[src/irq_block_params.svh]
`ifndef IRQ_BLOCK_PARAMS_SVH
`define IRQ_BLOCK_PARAMS_SVH

// Register indices; byte address is four times the index
`define IDX_PRIM_STATUS 16'h4010
`define IDX_STATUS_ONE 16'h4011
`define IDX_STATUS_TWO 16'h4012
`define IDX_GPIO_STATUS 16'h4015
`define IDX_PRIM_MASK 16'h4018
`define IDX_MASK_ONE 16'h4019
`define IDX_MASK_TWO 16'h401A
`define IDX_GPIO_MASK 16'h401D
`define IDX_TRIG_SEL 16'h4030

// Primary summary bit positions
`define POS_PS_SUM 15
`define POS_THERM_SUM 14
`define POS_PIN_SUM 13
`define POS_BTN_SUM 12
`define POS_TOG_SUM 11

// Secondary bit positions
`define POS_POR 2
`define POS_LOWP 1
`define POS_ACT 0
`define POS_THW 1
`define POS_BTN 12
`define POS_TOG 11

// Implemented bits and reset values
`define IMPL_PRIM 16'hF800
`define IMPL_ONE 16'h1802
`define IMPL_TWO 16'h0007
`define RST_PRIM_MASK 16'hF800
`define RST_MASK_ONE 16'h1802
`define RST_MASK_TWO 16'h0007
`define RST_GPIO_MASK 16'hFFFF
`define RST_TRIG_SEL 32'h0000_0000

// Positions in the synchronised event vector
`define IN_POR 0
`define IN_LOWP 1
`define IN_ACT 2
`define IN_THW 3
`define IN_BTN 4
`define IN_TOG 5
`define IN_GPIO 6

// Bus responses
`define RESP_OKAY 2'b00
`define RESP_SLVERR 2'b10

`endif

[src/irq_types_pkg.sv]
package irq_types_pkg;

	// Per-pin trigger selection, two bits per pin
	typedef enum logic [1:0]
	{
		trig_rising = 2'b00,
		trig_falling = 2'b01,
		trig_both = 2'b10,
		trig_level = 2'b11
	} trig_mode_t;

	typedef logic [15:0] reg_word_t;

endpackage

[src/secondary_irq_status_mask.sv]
// Operation
// [RQ1] Power-on reset rising edge sets status-two bit 2 until cleared.
// [RQ2] Entry to sleep or off sets status-two bit 1 on rising edge.
// [RQ3] Entry to on or wake sets status-two bit 0 on rising edge.
// [RQ4] Status bits are sticky; writing one clears, writing zero keeps.
// [RQ5] Mask bit one blocks the event from its summary; zero passes.
// [RQ6] Status bits latch and read back regardless of their mask.
// [RQ7] All secondary mask bits come out of reset as one.
// [RQ8] Thermal warning sets status-one bit 1 on both edges.
// [RQ9] Sixteen pin event bits with matching mask feed the pin summary.
// [RQ10] Each pin event follows its own trigger selection.
// [RQ11] Power button sets status-one bit 12 on both edges; mask blocks.
// [RQ12] Timeout rising edge sets status-one bit 11, mask-one bit 11.
// [RQ13] Power-state masks sit at mask-two bits 2, 1 and 0.
// [RQ14] Summary bits are read-only, set while any unmasked source set.
// [RQ15] Summaries at bits 15, 14, 13, 12, 11 of primary status.
// [RQ16] Set primary mask keeps summary off the pin; resets to one.
// [RQ17] Interrupt output low while any summary is set and unmasked.
// [RQ18] Inputs synchronised and edge detected; set beats clear.
`timescale 1ns/1ns
`include "irq_block_params.svh"

module secondary_irq_status_mask
	import irq_types_pkg::*;
#(
	parameter int ADDR_W = 18,
	parameter int GPIO_N = 16
)
(
	// Clock and reset
	input wire logic aclk,
	input wire logic aresetn,
	// Write address channel
	input wire logic [ADDR_W-1:0] awaddr,
	input wire logic awvalid,
	output logic awready,
	// Write data channel
	input wire logic [31:0] wdata,
	input wire logic [3:0] wstrb,
	input wire logic wvalid,
	output logic wready,
	// Write response channel
	output logic [1:0] bresp,
	output logic bvalid,
	input wire logic bready,
	// Read address channel
	input wire logic [ADDR_W-1:0] araddr,
	input wire logic arvalid,
	output logic arready,
	// Read data channel
	output logic [31:0] rdata,
	output logic [1:0] rresp,
	output logic rvalid,
	input wire logic rready,
	// Event sources, asynchronous levels
	input wire logic poweron_reset_event,
	input wire logic enter_low_power_event,
	input wire logic enter_active_event,
	input wire logic thermal_warning_event,
	input wire logic power_button_event,
	input wire logic timeout_guard_event,
	input wire logic [GPIO_N-1:0] gpio_pin,
	// Interrupt outputs
	output logic irq_n,
	output logic irq
);

	localparam int EV_N = `IN_GPIO + GPIO_N;
	localparam logic [15:0] GPIO_IMPL = 16'((32'd1 << GPIO_N) - 32'd1);

	// Refuse widths the register map cannot hold, at elaboration
	if (ADDR_W < 18 || ADDR_W > 32 || GPIO_N < 1 || GPIO_N > 16)
	begin : bad_params
		$error("secondary_irq_status_mask: bad parameters");
	end

	// Byte strobes to a per-bit enable for a 16-bit register
	function automatic reg_word_t lane_en(input logic [1:0] strb);
		lane_en = {{8{strb[1]}}, {8{strb[0]}}};
	endfunction

	// Byte-lane merge of a write into a 16-bit register
	function automatic reg_word_t merge16(input reg_word_t old,
		input reg_word_t val, input logic [1:0] strb);
		reg_word_t en;
		en = lane_en(strb);
		merge16 = (old & ~en) | (val & en);
	endfunction

	// Pin trigger decode
	function automatic logic pin_hit(input trig_mode_t m,
		input logic rise, input logic fall, input logic lvl);
		unique case (m)
			trig_rising: pin_hit = rise;
			trig_falling: pin_hit = fall;
			trig_both: pin_hit = rise | fall;
			trig_level: pin_hit = lvl;
		endcase
	endfunction

	logic [EV_N-1:0] ev_raw;
	logic [EV_N-1:0] sync1;
	logic [EV_N-1:0] sync2;
	logic [EV_N-1:0] sync3;
	logic [EV_N-1:0] lvl;
	logic [EV_N-1:0] lvl_q;
	logic [EV_N-1:0] ev_rise;
	logic [EV_N-1:0] ev_fall;
	reg_word_t st_one;
	reg_word_t st_two;
	reg_word_t gpio_st;
	reg_word_t mask_one;
	reg_word_t mask_two;
	reg_word_t gpio_mask;
	reg_word_t prim_mask;
	reg_word_t prim;
	logic [31:0] trig_sel;
	reg_word_t set_one;
	reg_word_t set_two;
	reg_word_t set_gpio;
	reg_word_t clr_one;
	reg_word_t clr_two;
	reg_word_t clr_gpio;
	logic aw_have;
	logic w_have;
	logic [ADDR_W-3:0] wr_idx;
	logic [31:0] wr_data;
	logic [3:0] wr_strb;
	logic wr_go;
	logic wr_hit;
	logic [ADDR_W-3:0] rd_idx;
	logic [31:0] next_rdata;
	logic rd_hit;

	assign ev_raw = {gpio_pin, timeout_guard_event, power_button_event,
		thermal_warning_event, enter_active_event,
		enter_low_power_event, poweron_reset_event};

	// Three-stage synchroniser; first stage feeds only the second
	// [RQ18] input synchronisation
	always_ff @(posedge aclk)
	begin
		if (!aresetn)
		begin
			sync1 <= '0;
			sync2 <= '0;
			sync3 <= '0;
		end
		else
		begin
			sync1 <= ev_raw;
			sync2 <= sync1;
			sync3 <= sync2;
		end
	end

	// Accept a change only once stages two and three agree
	// [RQ18] edge detection
	always_ff @(posedge aclk)
	begin
		if (!aresetn)
		begin
			lvl <= '0;
			lvl_q <= '0;
		end
		else
		begin
			for (int i = 0; i < EV_N; i++)
				if (sync2[i] == sync3[i])
					lvl[i] <= sync3[i];
			lvl_q <= lvl;
		end
	end

	assign ev_rise = lvl & ~lvl_q;
	assign ev_fall = ~lvl & lvl_q;

	// Hardware set terms per register
	always_comb
	begin
		set_two = '0;
		set_one = '0;
		set_gpio = '0;
		// [RQ1] power-on reset edge
		set_two[`POS_POR] = ev_rise[`IN_POR];
		// [RQ2] low-power entry edge
		set_two[`POS_LOWP] = ev_rise[`IN_LOWP];
		// [RQ3] active entry edge
		set_two[`POS_ACT] = ev_rise[`IN_ACT];
		// [RQ8] thermal both edges
		set_one[`POS_THW] = ev_rise[`IN_THW] | ev_fall[`IN_THW];
		// [RQ11] button both edges
		set_one[`POS_BTN] = ev_rise[`IN_BTN] | ev_fall[`IN_BTN];
		// [RQ12] timeout rising edge
		set_one[`POS_TOG] = ev_rise[`IN_TOG];
		// [RQ10] per-pin trigger select
		for (int i = 0; i < GPIO_N; i++)
			set_gpio[i] = pin_hit(trig_mode_t'(trig_sel[2*i +: 2]),
				ev_rise[`IN_GPIO+i], ev_fall[`IN_GPIO+i],
				lvl[`IN_GPIO+i]);
	end

	// Write-one-to-clear terms from the bus
	// [RQ4] clear on written ones
	always_comb
	begin
		clr_one = '0;
		clr_two = '0;
		clr_gpio = '0;
		if (wr_go)
		begin
			if (wr_idx == `IDX_STATUS_ONE)
				clr_one = wr_data[15:0] & lane_en(wr_strb[1:0]);
			if (wr_idx == `IDX_STATUS_TWO)
				clr_two = wr_data[15:0] & lane_en(wr_strb[1:0]);
			if (wr_idx == `IDX_GPIO_STATUS)
				clr_gpio = wr_data[15:0] & lane_en(wr_strb[1:0]);
		end
	end

	// Sticky status; latching ignores masks, set wins over clear
	// [RQ6] latch regardless of mask
	// [RQ18] set beats clear
	always_ff @(posedge aclk)
	begin
		if (!aresetn)
		begin
			st_one <= '0;
			st_two <= '0;
			gpio_st <= '0;
		end
		else
		begin
			st_one <= ((st_one & ~clr_one) | set_one) & `IMPL_ONE;
			st_two <= ((st_two & ~clr_two) | set_two) & `IMPL_TWO;
			gpio_st <= ((gpio_st & ~clr_gpio) | set_gpio) & GPIO_IMPL;
		end
	end

	// Mask and trigger configuration registers
	// [RQ7] masks reset to one
	// [RQ13] power-state mask layout
	// [RQ16] primary masks reset to one
	always_ff @(posedge aclk)
	begin
		if (!aresetn)
		begin
			mask_one <= `RST_MASK_ONE;
			mask_two <= `RST_MASK_TWO;
			gpio_mask <= `RST_GPIO_MASK & GPIO_IMPL;
			prim_mask <= `RST_PRIM_MASK;
			trig_sel <= `RST_TRIG_SEL;
		end
		else if (wr_go)
		begin
			if (wr_idx == `IDX_MASK_ONE)
				mask_one <= merge16(mask_one, wr_data[15:0],
					wr_strb[1:0]) & `IMPL_ONE;
			if (wr_idx == `IDX_MASK_TWO)
				mask_two <= merge16(mask_two, wr_data[15:0],
					wr_strb[1:0]) & `IMPL_TWO;
			if (wr_idx == `IDX_GPIO_MASK)
				gpio_mask <= merge16(gpio_mask, wr_data[15:0],
					wr_strb[1:0]) & GPIO_IMPL;
			if (wr_idx == `IDX_PRIM_MASK)
				prim_mask <= merge16(prim_mask, wr_data[15:0],
					wr_strb[1:0]) & `IMPL_PRIM;
			if (wr_idx == `IDX_TRIG_SEL)
				for (int b = 0; b < 4; b++)
					if (wr_strb[b])
						trig_sel[8*b +: 8] <= wr_data[8*b +: 8];
		end
	end

	// Primary summaries, derived and so read-only
	// [RQ5] mask gates propagation
	// [RQ9] pin group aggregation
	// [RQ14] summary follows sources
	// [RQ15] summary bit layout
	always_comb
	begin
		prim = '0;
		prim[`POS_PS_SUM] = |(st_two & ~mask_two);
		prim[`POS_THERM_SUM] = st_one[`POS_THW] & ~mask_one[`POS_THW];
		prim[`POS_PIN_SUM] = |(gpio_st & ~gpio_mask);
		prim[`POS_BTN_SUM] = st_one[`POS_BTN] & ~mask_one[`POS_BTN];
		prim[`POS_TOG_SUM] = st_one[`POS_TOG] & ~mask_one[`POS_TOG];
	end

	// Registered interrupt outputs, so no glitch reaches the pin
	// [RQ17] drive interrupt output
	always_ff @(posedge aclk)
	begin
		if (!aresetn)
		begin
			irq_n <= 1'b1;
			irq <= 1'b0;
		end
		else
		begin
			irq_n <= ~|(prim & ~prim_mask);
			irq <= |(prim & ~prim_mask);
		end
	end

	// Write path: address and data taken in either order
	assign wr_go = aw_have & w_have;
	assign wr_hit = wr_idx == `IDX_STATUS_ONE ||
		wr_idx == `IDX_STATUS_TWO || wr_idx == `IDX_GPIO_STATUS ||
		wr_idx == `IDX_MASK_ONE || wr_idx == `IDX_MASK_TWO ||
		wr_idx == `IDX_GPIO_MASK || wr_idx == `IDX_PRIM_MASK ||
		wr_idx == `IDX_TRIG_SEL || wr_idx == `IDX_PRIM_STATUS;

	always_ff @(posedge aclk)
	begin
		if (!aresetn)
		begin
			awready <= 1'b1;
			wready <= 1'b1;
			aw_have <= 1'b0;
			w_have <= 1'b0;
			wr_idx <= '0;
			wr_data <= '0;
			wr_strb <= '0;
			bvalid <= 1'b0;
			bresp <= `RESP_OKAY;
		end
		else
		begin
			if (awvalid && awready)
			begin
				awready <= 1'b0;
				aw_have <= 1'b1;
				wr_idx <= awaddr[ADDR_W-1:2];
			end
			if (wvalid && wready)
			begin
				wready <= 1'b0;
				w_have <= 1'b1;
				wr_data <= wdata;
				wr_strb <= wstrb;
			end
			if (wr_go)
			begin
				aw_have <= 1'b0;
				w_have <= 1'b0;
				bvalid <= 1'b1;
				bresp <= wr_hit ? `RESP_OKAY : `RESP_SLVERR;
			end
			if (bvalid && bready)
			begin
				bvalid <= 1'b0;
				awready <= 1'b1;
				wready <= 1'b1;
			end
		end
	end

	// Read decode; unmapped words read zero with an error
	assign rd_idx = araddr[ADDR_W-1:2];

	always_comb
	begin
		next_rdata = '0;
		rd_hit = 1'b1;
		if (rd_idx == `IDX_PRIM_STATUS)
			next_rdata[15:0] = prim;
		else if (rd_idx == `IDX_STATUS_ONE)
			next_rdata[15:0] = st_one;
		else if (rd_idx == `IDX_STATUS_TWO)
			next_rdata[15:0] = st_two;
		else if (rd_idx == `IDX_GPIO_STATUS)
			next_rdata[15:0] = gpio_st;
		else if (rd_idx == `IDX_PRIM_MASK)
			next_rdata[15:0] = prim_mask;
		else if (rd_idx == `IDX_MASK_ONE)
			next_rdata[15:0] = mask_one;
		else if (rd_idx == `IDX_MASK_TWO)
			next_rdata[15:0] = mask_two;
		else if (rd_idx == `IDX_GPIO_MASK)
			next_rdata[15:0] = gpio_mask;
		else if (rd_idx == `IDX_TRIG_SEL)
			next_rdata = trig_sel;
		else
			rd_hit = 1'b0;
	end

	// Read channel, one outstanding read
	always_ff @(posedge aclk)
	begin
		if (!aresetn)
		begin
			arready <= 1'b1;
			rvalid <= 1'b0;
			rdata <= '0;
			rresp <= `RESP_OKAY;
		end
		else if (arvalid && arready)
		begin
			arready <= 1'b0;
			rvalid <= 1'b1;
			rdata <= next_rdata;
			rresp <= rd_hit ? `RESP_OKAY : `RESP_SLVERR;
		end
		else if (rvalid && rready)
		begin
			rvalid <= 1'b0;
			arready <= 1'b1;
		end
	end
endmodule

[config.mk]
export PLATFORM = sky130hd
export DESIGN_NAME = secondary_irq_status_mask
export DESIGN_NICKNAME = d
export VERILOG_FILES = /design/src/irq_types_pkg.sv /design/src/secondary_irq_status_mask.sv
export VERILOG_INCLUDE_DIRS = /design/src
export SDC_FILE = /design/constraint.sdc
export NUM_CORES = 1
export LEC_CHECK = 0
export BUFFER_PORTS_ARGS = -buffer_cell sky130_fd_sc_hd__buf_2
export CORE_ASPECT_RATIO = 0.8
export CORE_UTILIZATION = 30
export DETAILED_ROUTE_END_ITERATION = 12
export HOLD_SLACK_MARGIN = 0.1
export PLACE_DENSITY_LB_ADDON = 0.25
export SLEW_MARGIN = 10
export SYNTH_ARGS = -nofsm -noshare
export SYNTH_HDL_FRONTEND = slang
export SYNTH_SLANG_ARGS = --single-unit
export TNS_END_PERCENT = 20
[constraint.sdc]
create_clock -name aclk -period 2.3 [get_ports aclk]
set_clock_uncertainty 0.1 [all_clocks]
set_input_delay 0.115 -clock aclk [delete_from_list [all_inputs] [get_ports aclk]]
set_output_delay 0.115 -clock aclk [all_outputs]
set_load 0.01 [all_outputs]
# Yosys cells after proc, flatten, opt, wreduce, memory -nomap -nowiden
# Cells that the tools add are included.
# W data, S select, Z words.
[totals]
register_bits = 288
out_inout_bits = 43
[op_classes]
eq_ne = 88
n_mux = 54
n_bitwise = 55
reduce_logical = 44
[ops]
columns = ["op", "count"]
rows = [
  ["$eq A16 B15 Y1 const B", 18],
  ["$mux W16", 18],
  ["$and A16 B16 Y16", 6],
  ["$eq A2 B2 Y1 const B", 32],
  ["$not A16 Y16", 4],
  ["$pmux W1 S4", 16],
  ["$or A16 B16 Y16", 3],
  ["$reduce_or A16 Y1", 3],
  ["$and A22 B22 Y22", 2],
  ["$not A22 Y22", 2],
  ["$eq A2 B1 Y1 const B", 16],
  ["$logic_not A2 Y1", 16],
  ["$mux W32", 1],
  ["$and A13 B13 Y13", 2],
  ["$mux W13", 2],
  ["$or A13 B13 Y13", 2],
  ["$eq A1 B1 Y1", 22],
  ["$or A1 B1 Y1", 18],
  ["$and A3 B16 Y16", 1],
  ["$not A3 Y16", 1],
  ["$mux W1", 13],
  ["$not A13 Y13", 1],
  ["$reduce_and A3 Y1", 4],
  ["$logic_or A1 B1 Y1", 8],
  ["other kinds (12)", 30],
]

# Logic depth before layout (Yosys ltp)
# Gate-level depths: netlist (run 1).
[logic_depth]
depth_word = 11
depth_mapped = 8
mapped_depth_nobuf = 6

# Worst setup path after synthesis (run 1)
# Ideal clock, no wire load.
[synth_path]
path_type = "register to register"
start = "register wr_idx[6]"
end = "register st_two[0]"
setup_ns = 0.132
t_arrival_ns = 1.648
slack_ns = 0.420
stages_incl_launch_ff = 6
n_path_buf = 0
synth_period_minus_slack_ns = 1.880
path_cell_list = "dfxtp_1 > nor4b_4 > nand4_4 > or4_1 > o21ai_1 > a21oi_1"
[synth_via]
elab_chain_len = 6
[synth_lines]
columns = ["element", "line", "source"]
rows = [
  ["start, declared", "secondary_irq_status_mask.sv:126", "logic [ADDR_W-3:0] wr_idx;"],
  ["start signal, assigned", "secondary_irq_status_mask.sv:334", "wr_idx <= awaddr[ADDR_W-1:2];"],
  ["$eq A16 B15 Y1 (no source line)", "--", ""],
  ["$mux W3", "secondary_irq_status_mask.sv:214", "if (wr_idx == `IDX_STATUS_TWO)"],
  ["$mux W3", "secondary_irq_status_mask.sv:210", "if (wr_go)"],
  ["$not A3 Y3", "secondary_irq_status_mask.sv:235", "st_two <= ((st_two & ~clr_two) | set_two) & `IMPL_TWO;"],
  ["$and A3 B3 Y3", "secondary_irq_status_mask.sv:235", ""],
  ["$or A3 B3 Y3", "secondary_irq_status_mask.sv:235", ""],
  ["end signal, assigned", "secondary_irq_status_mask.sv:235", ""],
  ["end, declared", "secondary_irq_status_mask.sv:110", "reg_word_t st_two;"],
]
# No other way between the ends.
# A chain may end at the register's enable or synchronous reset.

# Worst setup path after layout (run 1)
[layout_path]
start = "input port araddr[2]"
end = "register rdata[13]"
[layout_via]
elab_chain_len = 10
elab_cells_between_ends = 18
cone_classes = "9 x eq/ne; 9 x mux"
[layout_lines]
columns = ["element", "line", "source"]
rows = [
  ["start, declared", "secondary_irq_status_mask.sv:47", "input wire logic [ADDR_W-1:0] araddr,"],
  ["$eq A16 B15 Y1 (no source line)", "--", ""],
  ["$mux W32", "secondary_irq_status_mask.sv:382", "else if (rd_idx == `IDX_TRIG_SEL)"],
  ["$mux W16", "secondary_irq_status_mask.sv:380", "else if (rd_idx == `IDX_GPIO_MASK)"],
  ["$mux W16", "secondary_irq_status_mask.sv:378", "else if (rd_idx == `IDX_MASK_TWO)"],
  ["$mux W16", "secondary_irq_status_mask.sv:376", "else if (rd_idx == `IDX_MASK_ONE)"],
  ["$mux W16", "secondary_irq_status_mask.sv:374", "else if (rd_idx == `IDX_PRIM_MASK)"],
  ["$mux W16", "secondary_irq_status_mask.sv:372", "else if (rd_idx == `IDX_GPIO_STATUS)"],
  ["$mux W16", "secondary_irq_status_mask.sv:370", "else if (rd_idx == `IDX_STATUS_TWO)"],
  ["$mux W16", "secondary_irq_status_mask.sv:368", "else if (rd_idx == `IDX_STATUS_ONE)"],
  ["$mux W16 (*)", "secondary_irq_status_mask.sv:366", "if (rd_idx == `IDX_PRIM_STATUS)"],
  ["end signal, assigned", "secondary_irq_status_mask.sv:402", "rdata <= next_rdata;"],
  ["end, declared", "secondary_irq_status_mask.sv:51", "output logic [31:0] rdata,"],
]
# Mark *: on every way between the ends. The rest lies on a longest branch, timed or not.

==> key figures, run 1 <==
Outcome
  – Status: finished with violations
  – Failing checks: DRC

Yosys
  – Synth top area share: 50.2%
  – Gate Count Post-Synth: 1199
  – Dominant cells by area after synthesis: dfxtp_1, nand2_1, mux2i_1
  – Ys async rst share: 0%
  – Syn Area/Cell: 9.52 µm²
  – Mapped Area: 11400 µm²
  – #FFs+latches synth: 286
  – Predominant post-synthesis flop cell: dfxtp_1
  – Synth Warn #: 0
  – Cell variety after synth: 76
  – Number of synthesized flops with an enable pin: 0
  – Seq/Total Area, Yosys: 50.2%
  – Dominant cell type by area after synthesis: dfxtp_1

Timing
  – Tmin final: 2.17 ns
  – TNS Setup: 0 ns
  – RSZ-0062 raised after global routing: no
  – Final period util: 94.3%
  – Slew headroom: 50.2%
  – Max Slew Vio Count: 0
  – # setup viols final: 0
  – Setup slack after layout: 0.131 ns
  – Slew of the pin with the lowest slew margin: 0.747 ns
  – Hold Fails Final Rpt: 0
  – Achievable Freq: 461 MHz

Critical path
  – CP Max Fanout: 10
  – Critical Path RT: 2.70 ns
  – RR Startpoint: wr_strb[0]$_SDFFE_PN0P_
  – Worst reg2reg setup slack: 0.22 ns
  – Worst r2r dst: st_two[1]$_SDFF_PN0_
  – Crit. End Element: flip-flop
  – Setup CP Type: in2reg
  – Critical Path Source Type: input port
  – WP data arrival: 2.57 ns
  – R2R depth: 5

Floorplanning
  – Die area: 38800 µm²
  – I/O pin total: 144
  – Row count: 63
  – Die Y-Extent: 176 µm
  – Initial Util: 30.6%
  – Die W: 220 µm
  – Core Area: 37300 µm²

Hold path
  – HP Class: in2reg
  – Hold Crit Start: araddr[5]
  – Worst Hold Path EP: rdata[12]$_SDFFE_PN0P_
  – Worst hold path depth: 5

Routing
  – Drt pass-1 iters: 9
  – DR vias/cell: 4.74
  – WL final: 30900 µm
  – Via count: 9215
  – Residual DRC count: 9
  – Detail Route Antenna Nets: 0
  – WL per Instance: 15.9 µm
  – Initial DRC count: 575

Final layout
  – Layout area overhead: 28.4%
  – Final #Nets: 1569
  – Filler cells: 3752
  – Post-route insts no fill: 1944
  – Core Util, Final: 39.3%
  – Share of cells above drive strength 1: 18.0%

CTS
  – H-tree levels: 1
  – Clk slew on worst S/H paths: 0.06 ns
  – Setup bufs post-CTS: 0
  – Sinks on Clock Net: 286
  – CTS buffer count: 30
  – CTS root buf: clkbuf_16
  – CTS tree: done
  – Max clock buf depth: 3
  – Clk_lat worst skew: 0.57 ns

Power
  – Worst vdd ir: 0.512 mV
  – Tot Pwr: 0.0104 W
  – Power Dens Cells: 710 nW/µm²
  – LEAKAGE: 5.92 nW

GRT
  – Gr usage total: 15.9%
  – GR Overflow Total: 0
  – Vias in the first global route: 8716
  – Initial antenna violation count: 2
  – First-pass GRT wire length: 48500 µm
  – Maximum number of pins on one net before global-route repair: 117

Placement
  – GPL Wtd Cong: 0.886
  – Pre-CTS setup slack: 0.109 ns
  – Dpl cells: 1795
  – Port Buffers: 137
  – Hpwl dp: 21600 µm

Job
  – # Max-Cap Violations: 0
area by class of cell:
class                      count  area (µm²)  share of cell area [%]
inverter                      69         262                    1.79
sequential                   286        5730                    39.1
clock buffer                  38         801                    5.47
antenna                        2        5.00                  0.0342
multi-input combinational    782        5170                    35.3
timing repair buffer         267        1940                    13.3
clock inverter                13         131                   0.897
tap                          487         609                    4.16
timing repair:
action / CTS / global route
setup endpoints to repair: 0 / 3
hold buffers: 96 / 0
gates resized for setup: 0 / 3
hold endpoints to repair: 119 / 0
stage by stage:
stage	instance area (µm²)	hold WS (ns)
6_report	14600	0.143
4_1_cts	14600	0.107
3_5_place_dp	12700	0.225
3_3_place_gp	12700	0.225
2_1_floorplan	11400	0.115
5_1_grt	14600	0.181
cell usage after synthesis, types with 14 or more instances:
cell type	count
clkbuf_1	47
inv_1	67
o21ai_0	45
a22o_1	25
o21a_1	14
nand2_1	181
dfxtp_1	286
ha_1	32
nand2b_1	20
mux2i_1	51
a21oi_1	97
nor2_1	69
mux4_2	16
and2_1	77
state kept, by name, summed over array words and instances, names as in the netlist, 3 cells and up, named ones only:
signal	flops
rdata	32
trig_sel	32
wr_data	32
lvl	22
lvl_q	22
sync1	22
sync2	22
sync3	22
gpio_st	16
wr_idx	16
wr_strb	4
st_one	3
st_two	3
power breakdown:
part	leakage [nW]	internal [W]	total, W	switching (W)
clock	0.453	0.00258	0.00459	0.00201
combinational	3.14	0.000303	0.000650	0.000347
sequential	2.33	0.00507	0.00516	0.0000859
total	5.92	0.00796	0.0104	0.00244
metal layers:
metal | part of all wire [%] | vias up | global-route usage [%]
met1 | 52 | 4375 | 24.1
li1 | - | 4601 | -
met5 | 0 | - | 0
met2 | 42 | 207 | 23.6
met4 | 1.4 | 0 | 3.10
met3 | 5.3 | 32 | 2.69
layout by cell type (no fill, tap or decap), types with 6 or more instances in the layout:
cell           netlist  layout
a211oi_1            10      10
a22o_1              25      25
a21boi_0            10      10
dlygate4sd3_1        0      96
nand2b_1            20      20
ha_1                32      32
clkbuf_1            47       6
buf_2                7     136
o21a_1              14      14
buf_4                5      32
clkbuf_16            0      30
o211ai_1             9       9
o21ai_0             45      45
clkinv_2             0       6
a21oi_1             97      97
mux2i_1             51      51
nor2_1              69      68
and2_1              77      76
dfxtp_1            286     286
a222oi_1            10      10
and3_1               6       6
nand3_1              9       9
mux4_2              16      16
inv_1               67      67
nand2_1            181     181
critical path, cell delays in order:
cell and delay, ns:
dlygate4sd3_1 0.53, buf_2 0.19, nor4_2 0.31, buf_4 0.17
nand4_1 0.19, dlygate4sd3_1 0.68, o22a_1 0.25, a21oi_1 0.13
worst max-delay path by stage:
| stage | from | endpoint | depth (start not counted) |
|---|---|---|---|
| floorplan | wr_idx[6]$_SDFFE_PN0P_ | st_two[0]$_SDFF_PN0_ | 5 |
| detailed placement | araddr[11] | rdata[9]$_SDFFE_PN0P_ | 7 |
| global placement | araddr[11] | rdata[10]$_SDFFE_PN0P_ | 7 |
| CTS | araddr[2] | rdata[0]$_SDFFE_PN0P_ | 9 |
| global route | araddr[2] | rdata[0]$_SDFFE_PN0P_ | 9 |
| finish | araddr[2] | rdata[13]$_SDFFE_PN0P_ | 8 |
cell families (layout without fill, tap and decap cells):
kind of cell,after synthesis,after routing,share of synthesized area (%)
AOI/OAI and AO/OA,261,261,14.8
buffers and inverters,132,387,4.65
other,1,4,0.0329
adders and majority gates,32,32,3.51
muxes,68,68,7.73
DFF,286,286,50.2
and+or+nand+nor,417,417,19.0
xor gates and xnor gates,2,2,0.154
Note: power is estimated with default switching activity, not from simulation.
==> inputs of run 2 (changes only) <==
Settings changed: CORE_MARGIN set to 10, PLACE_DENSITY set to 0.51, PLACE_DENSITY_LB_ADDON 0.25 to unset.
==> key figures, run 2 (synthesis results as in run 1) <==
Outcome
  – Status: completed

Timing
  – Hold Fails Final Rpt: 0
  – RSZ-0062 raised after global routing: no
  – Min Hold Slack: 0.160 ns
  – Slew headroom: 52.9%
  – Slew of the pin with the lowest slew margin: 0.704 ns
  – TNS Setup: 0 ns
  – Achievable Freq: 461 MHz
  – Final period util: 94.3%
  – # setup viols final: 0
  – Max Slew Vio Count: 0
  – Tmin final: 2.17 ns

Power
  – Tot Pwr: 0.0105 W
  – LEAKAGE: 6.10 nW
  – Power Dens Cells: 704 nW/µm²
  – Worst vdd ir: 0.527 mV

Routing
  – Residual DRC count: 0
  – WL final: 32600 µm
  – Via count: 9387
  – DR vias/cell: 4.76
  – Initial DRC count: 543
  – WL per Instance: 16.5 µm
  – Drt pass-1 iters: 5
  – Detail Route Antenna Nets: 0

CTS
  – H-tree levels: 1
  – CTS buffer count: 30
  – CTS tree: done
  – Sinks on Clock Net: 286
  – Setup bufs post-CTS: 0
  – Max clock buf depth: 3
  – Clk slew on worst S/H paths: 0.06 ns
  – CTS root buf: clkbuf_16
  – Clk_lat worst skew: 0.58 ns

Critical path
  – R2R depth: 5
  – Crit path to: rdata[0]$_SDFFE_PN0P_
  – Critical Path Source Type: input port
  – CP Max Fanout: 10
  – CP max stage delay: 0.56 ns
  – RR Startpoint: wr_strb[0]$_SDFFE_PN0P_
  – CP most frequent cell: dlygate4sd3_1
  – Critical path buffers and inverters: 4
  – Worst r2r dst: st_two[0]$_SDFF_PN0_
  – WP data arrival: 2.56 ns
  – Setup CP Type: in2reg
  – Worst reg2reg setup slack: 0.19 ns
  – Top cell family by delay on the critical path: buffers and inverters
  – Start point of the critical path: araddr[2]
  – Crit. End Element: flip-flop
  – Levels on crit path: 9
  – Worst-path cell chain: dlygate4sd3_1, buf_2, nor4_2, and2_4, buf_4, a21o_1, nand3_1, dlygate4sd3_1, o31ai_1
  – Crit path max-delay cell type: dlygate4sd3_1
  – Critical Path RT: 2.69 ns

Placement
  – Dpl cells: 1797
  – GPL Wtd Cong: 0.876
  – Port Buffers: 137
  – Hpwl dp: 23000 µm
  – DP Area: 12700 µm²

Final layout
  – Most frequent cells in the layout: dfxtp_1, nand2_1, buf_2, dlygate4sd3_1, a21oi_1
  – Filler cells: 3694
  – Post-route insts no fill: 1973
  – Layout area overhead: 31.0%
  – Top Registers: rdata (32), trig_sel (32), wr_data (32)
  – Commonest non-fill, non-tap cell in the layout: dfxtp_1
  – Share of cells above drive strength 1: 17.7%
  – ANT cells: 0
  – Final #Nets: 1599
  – Post-route cell area: 14900 µm²

Floorplanning
  – Core Area: 37300 µm²
  – Initial Util: 30.6%
  – Row count: 63
  – Die area: 46300 µm²
  – Die Y-Extent: 194 µm
  – I/O pin total: 144
  – Die W: 238 µm

GRT
  – Initial antenna violation count: 0
  – Gr usage total: 13.8%
  – First-pass GRT wire length: 51800 µm
  – GR Overflow Total: 0
  – Vias in the first global route: 9061
  – Maximum number of pins on one net before global-route repair: 100

Hold path
  – HP Class: in2reg

Job
  – # Max-Cap Violations: 0
## run 2: cell count changes in the layout (fill, tap and decap cells not counted), moves of 2 or more
cell / change
clkinv_4: -2
dlygate4sd3_1: +28
clkbuf_1: +3
buf_4: +3
diode_2: -2
clkbuf_8: +2
clkinv_2: -2
## run 2: how the worst min path moves through the flow
stage | from | depth (start not counted) | slack, ns | end
floorplan | awvalid | 1 | 0.12 | awready$_SDFFE_PP1P_
global placement | gpio_pin[14] | 2 | 0.22 | sync1[20]$_SDFF_PN0_
detailed placement | gpio_pin[14] | 2 | 0.22 | sync1[20]$_SDFF_PN0_
CTS | araddr[4] | 6 | 0.11 | rdata[1]$_SDFFE_PN0P_
global route | gpio_pin[6] | 3 | 0.19 | sync1[12]$_SDFF_PN0_
finish | araddr[4] | 6 | 0.16 | rdata[1]$_SDFFE_PN0P_
## run 2: layout make-up
class                   count  area, µm²  share of cell area, %
clock buffers              43        840                   5.62
clock inverters             9        104                  0.695
inverters                  69        262                   1.75
multi-input cells         782       5180                   34.7
flip-flops and latches    286       5730                   38.3
well taps                 487        609                   4.08
repair buffers            297       2220                   14.9
## run 2: repair_timing
action / CTS / global route
gates resized for setup: 0 / 5
setup endpoints to repair: 0 / 11
hold endpoints to repair: 195 / 0
hold buffers: 124 / 0
## run 2: per-stage QoR
| step | utilization, % | setup WS (ns) |
|---|---|---|
| after floorplan | - | 0.420 |
| after global placement | 34.2 | 0.117 |
| after detailed placement | 34.2 | 0.0250 |
| after CTS | 40.0 | 0.0109 |
| after global routing | 40.1 | 0.0163 |
| final | 40.1 | 0.131 |
## run 2: worst min-delay path: stages
cell	delay, ns
buf_2	0.26
nand2b_1	0.08
o21ai_0	0.07
a211oi_1	0.07
nand3_1	0.10
a221oi_1	0.08
## run 2: metal layers
metal	global-route usage [%]	part of all wire, %	vias to the layer above
li1	-	-	4670
met1	20.4	52	4425
met2	20.2	41	248
met3	2.69	5.3	44
met4	2.78	1.7	0
met5	0	0	-
## run 2: where the power goes
part,internal [W],leakage (nW),switching [W],total [W]
Sequential,0.00507,2.33,0.0000867,0.00516
Combinational,0.000345,3.32,0.000361,0.000706
Clock,0.00265,0.455,0.00200,0.00465
Total,0.00806,6.10,0.00245,0.0105
==> inputs of run 3 (changes only) <==
Settings changed: PLACE_DENSITY 0.51 to 0.52.
Clock period 2.3 ns to 1.8 ns, I/O delays scaled along.
==> key figures, run 3 (synthesis results as in run 1) <==
Timing
  – Hold Fails Final Rpt: 1
  – RSZ-0062 raised after global routing: yes
  – Slew of the pin with the lowest slew margin: 0.563 ns
  – Max Slew Vio Count: 0
  – Setup slack after layout: -0.162 ns
  – Final period util: 109%
  – # setup viols final: 75
  – Min Hold Slack: -0.0827 ns
  – TNS Setup: -4.90 ns
  – Tmin final: 1.96 ns
  – Slew headroom: 62.5%
  – Achievable Freq: 510 MHz

GRT
  – Maximum number of pins on one net before global-route repair: 118
  – GR Overflow Total: 0
  – First-pass GRT wire length: 53400 µm
  – Initial antenna violation count: 0
  – Gr usage total: 14.2%
  – Vias in the first global route: 9479

Job
  – # Max-Cap Violations: 0

Routing
  – WL per Instance: 16.6 µm
  – Residual DRC count: 0
  – WL final: 33300 µm
  – Via count: 9452
  – DR vias/cell: 4.72
  – WL met3: 1900 µm
  – Routed wl met2: 13700 µm
  – Drt pass-1 iters: 5
  – Detail Route Antenna Nets: 0
  – M1 wire length: 17100 µm
  – Initial DRC count: 498
  – Max layer used: met4

Power
  – Internal power: 0.0109 W
  – Sequential share of power: 46.8%
  – Power Dens Cells: 912 nW/µm²
  – Clock network fraction of total power: 46.6%
  – NetSw: 0.00319 W
  – Combinational share of power: 6.6%
  – LEAKAGE: 6.37 nW
  – Worst vdd ir: 0.607 mV
  – Sw Ratio: 22.7%

Critical path
  – Critical Path Source Type: flip-flop
  – Setup CP Type: reg2reg
  – WP data arrival: 2.31 ns
  – Critical Path RT: 2.15 ns
  – CP Max Fanout: 7
  – Crit. End Element: flip-flop

CTS
  – CTS root buf: clkbuf_16
  – Max clock buf depth: 3
  – H-tree levels: 1
  – Sinks on Clock Net: 286
  – CTS tree: done
  – Hold Buf Count CTS: 92
  – Clk slew on worst S/H paths: 0.06 ns
  – Clk_lat worst skew: 0.57 ns
  – CTS buffer count: 30

Final layout
  – Multi-input gate area: 5320 µm²
  – ANT cells: 0
  – Layout area overhead: 35.2%
  – Reg area: 5730 µm²
  – Top Registers: rdata (32), trig_sel (32), wr_data (32)
  – Commonest non-fill, non-tap cell in the layout: dfxtp_1
  – Filler cells: 3697
  – Final #Nets: 1624
  – Most frequent cells in the layout: dfxtp_1, nand2_1, buf_2, a21oi_1, dlygate4sd3_1
  – Share of cells above drive strength 1: 23.4%

Floorplanning
  – Die area: 46300 µm²
  – Core Area: 37300 µm²
  – Initial Util: 30.6%
  – Die Y-Extent: 194 µm
  – Row count: 63
  – Die W: 238 µm
  – I/O pin total: 144

Placement
  – Hpwl dp: 23800 µm
  – GPL Wtd Cong: 0.831
  – Port Buffers: 137

Hold path
  – HP Class: in2reg

Outcome
  – Failing checks: hold timing, setup timing
  – Status: finished with violations
[run 3: cell count changes in the layout (fill, tap and decap cells not counted), moves of 3 or more]
cell | before | now
buf_4 | 35 | 79
dlygate4sd3_1 | 124 | 91
a21boi_0 | 10 | 0
buf_12 | 2 | 11
a21boi_2 | 0 | 8
a21oi_1 | 97 | 92
a21oi_2 | 0 | 5
buf_6 | 0 | 5
bufinv_16 | 1 | 5
dfxtp_1 | 286 | 282
dfxtp_2 | 0 | 3
[run 3: per-stage QoR]
step	total power (W)	setup WS, ns	instance area, µm²	instances	util [%]
finish	0.0141	-0.162	15400	2002	41.4
global placement	0.00747	-0.142	13300	1853	35.6
global route	0.0146	-0.221	15400	2002	41.4
detailed placement	0.00748	-0.186	13300	1853	35.6
CTS	0.0142	-0.151	15300	2003	41.1
floorplan	0.00711	-0.0336	11400	1200	-
[run 3: final timing paths]
path                           start               endpoint  slack [ns]  cells past startpoint
min reg2reg      sync1[7]$_SDFF_PN0_    sync2[7]$_SDFF_PN0_        0.33                      1
max reg2reg  wr_idx[15]$_SDFFE_PN0P_   st_two[1]$_SDFF_PN0_       -0.16                      7
max          wr_idx[15]$_SDFFE_PN0P_   st_two[1]$_SDFF_PN0_       -0.16                      7
min                       araddr[17]  rresp[1]$_SDFFE_PN0P_       -0.08                      5
[run 3: power groups by stage]
stage	logic (W)	registers (W)	clock network [W]
6_report	0.000924	0.00659	0.00656
2_1_floorplan	0.000406	0.00670	0
5_1_grt	0.00103	0.00660	0.00700
4_1_cts	0.000920	0.00659	0.00672
3_5_place_dp	0.000757	0.00673	0
3_3_place_gp	0.000747	0.00672	0
[run 3: critical path, cell delays in order (launching register included)]
cell     delay [ns]
dfxtp_2        0.33
nor4_4         0.29
buf_4          0.17
nand4_4        0.11
buf_12         0.18
or4_4          0.45
o21ai_1        0.14
a21oi_1        0.07
[run 3: final cells by class]
type                       count  area share (%)
tap                          487            3.95
multi-input combinational    782            34.4
clock inverter                14            1.38
timing repair buffer         322            16.0
sequential                   286            37.1
inverter                      69            1.71
clock buffer                  42            5.42
[run 3: metal layers]
metal | up-vias | global-route usage (%)
li1 | 4716 | -
met1 | 4467 | 20.9
met2 | 223 | 20.9
met3 | 46 | 3.01
met4 | 0 | 2.60
met5 | - | 0
[run 3: what timing repair did]
| item | in CTS | in global routing |
|---|---|---|
| endpoints found under the setup margin | 81 | 113 |
| pin swaps | 15 | 11 |
| setup buffers | 2 | 0 |
| resized for setup | 24 | 30 |
| endpoints found under the hold margin | 129 | 2 |
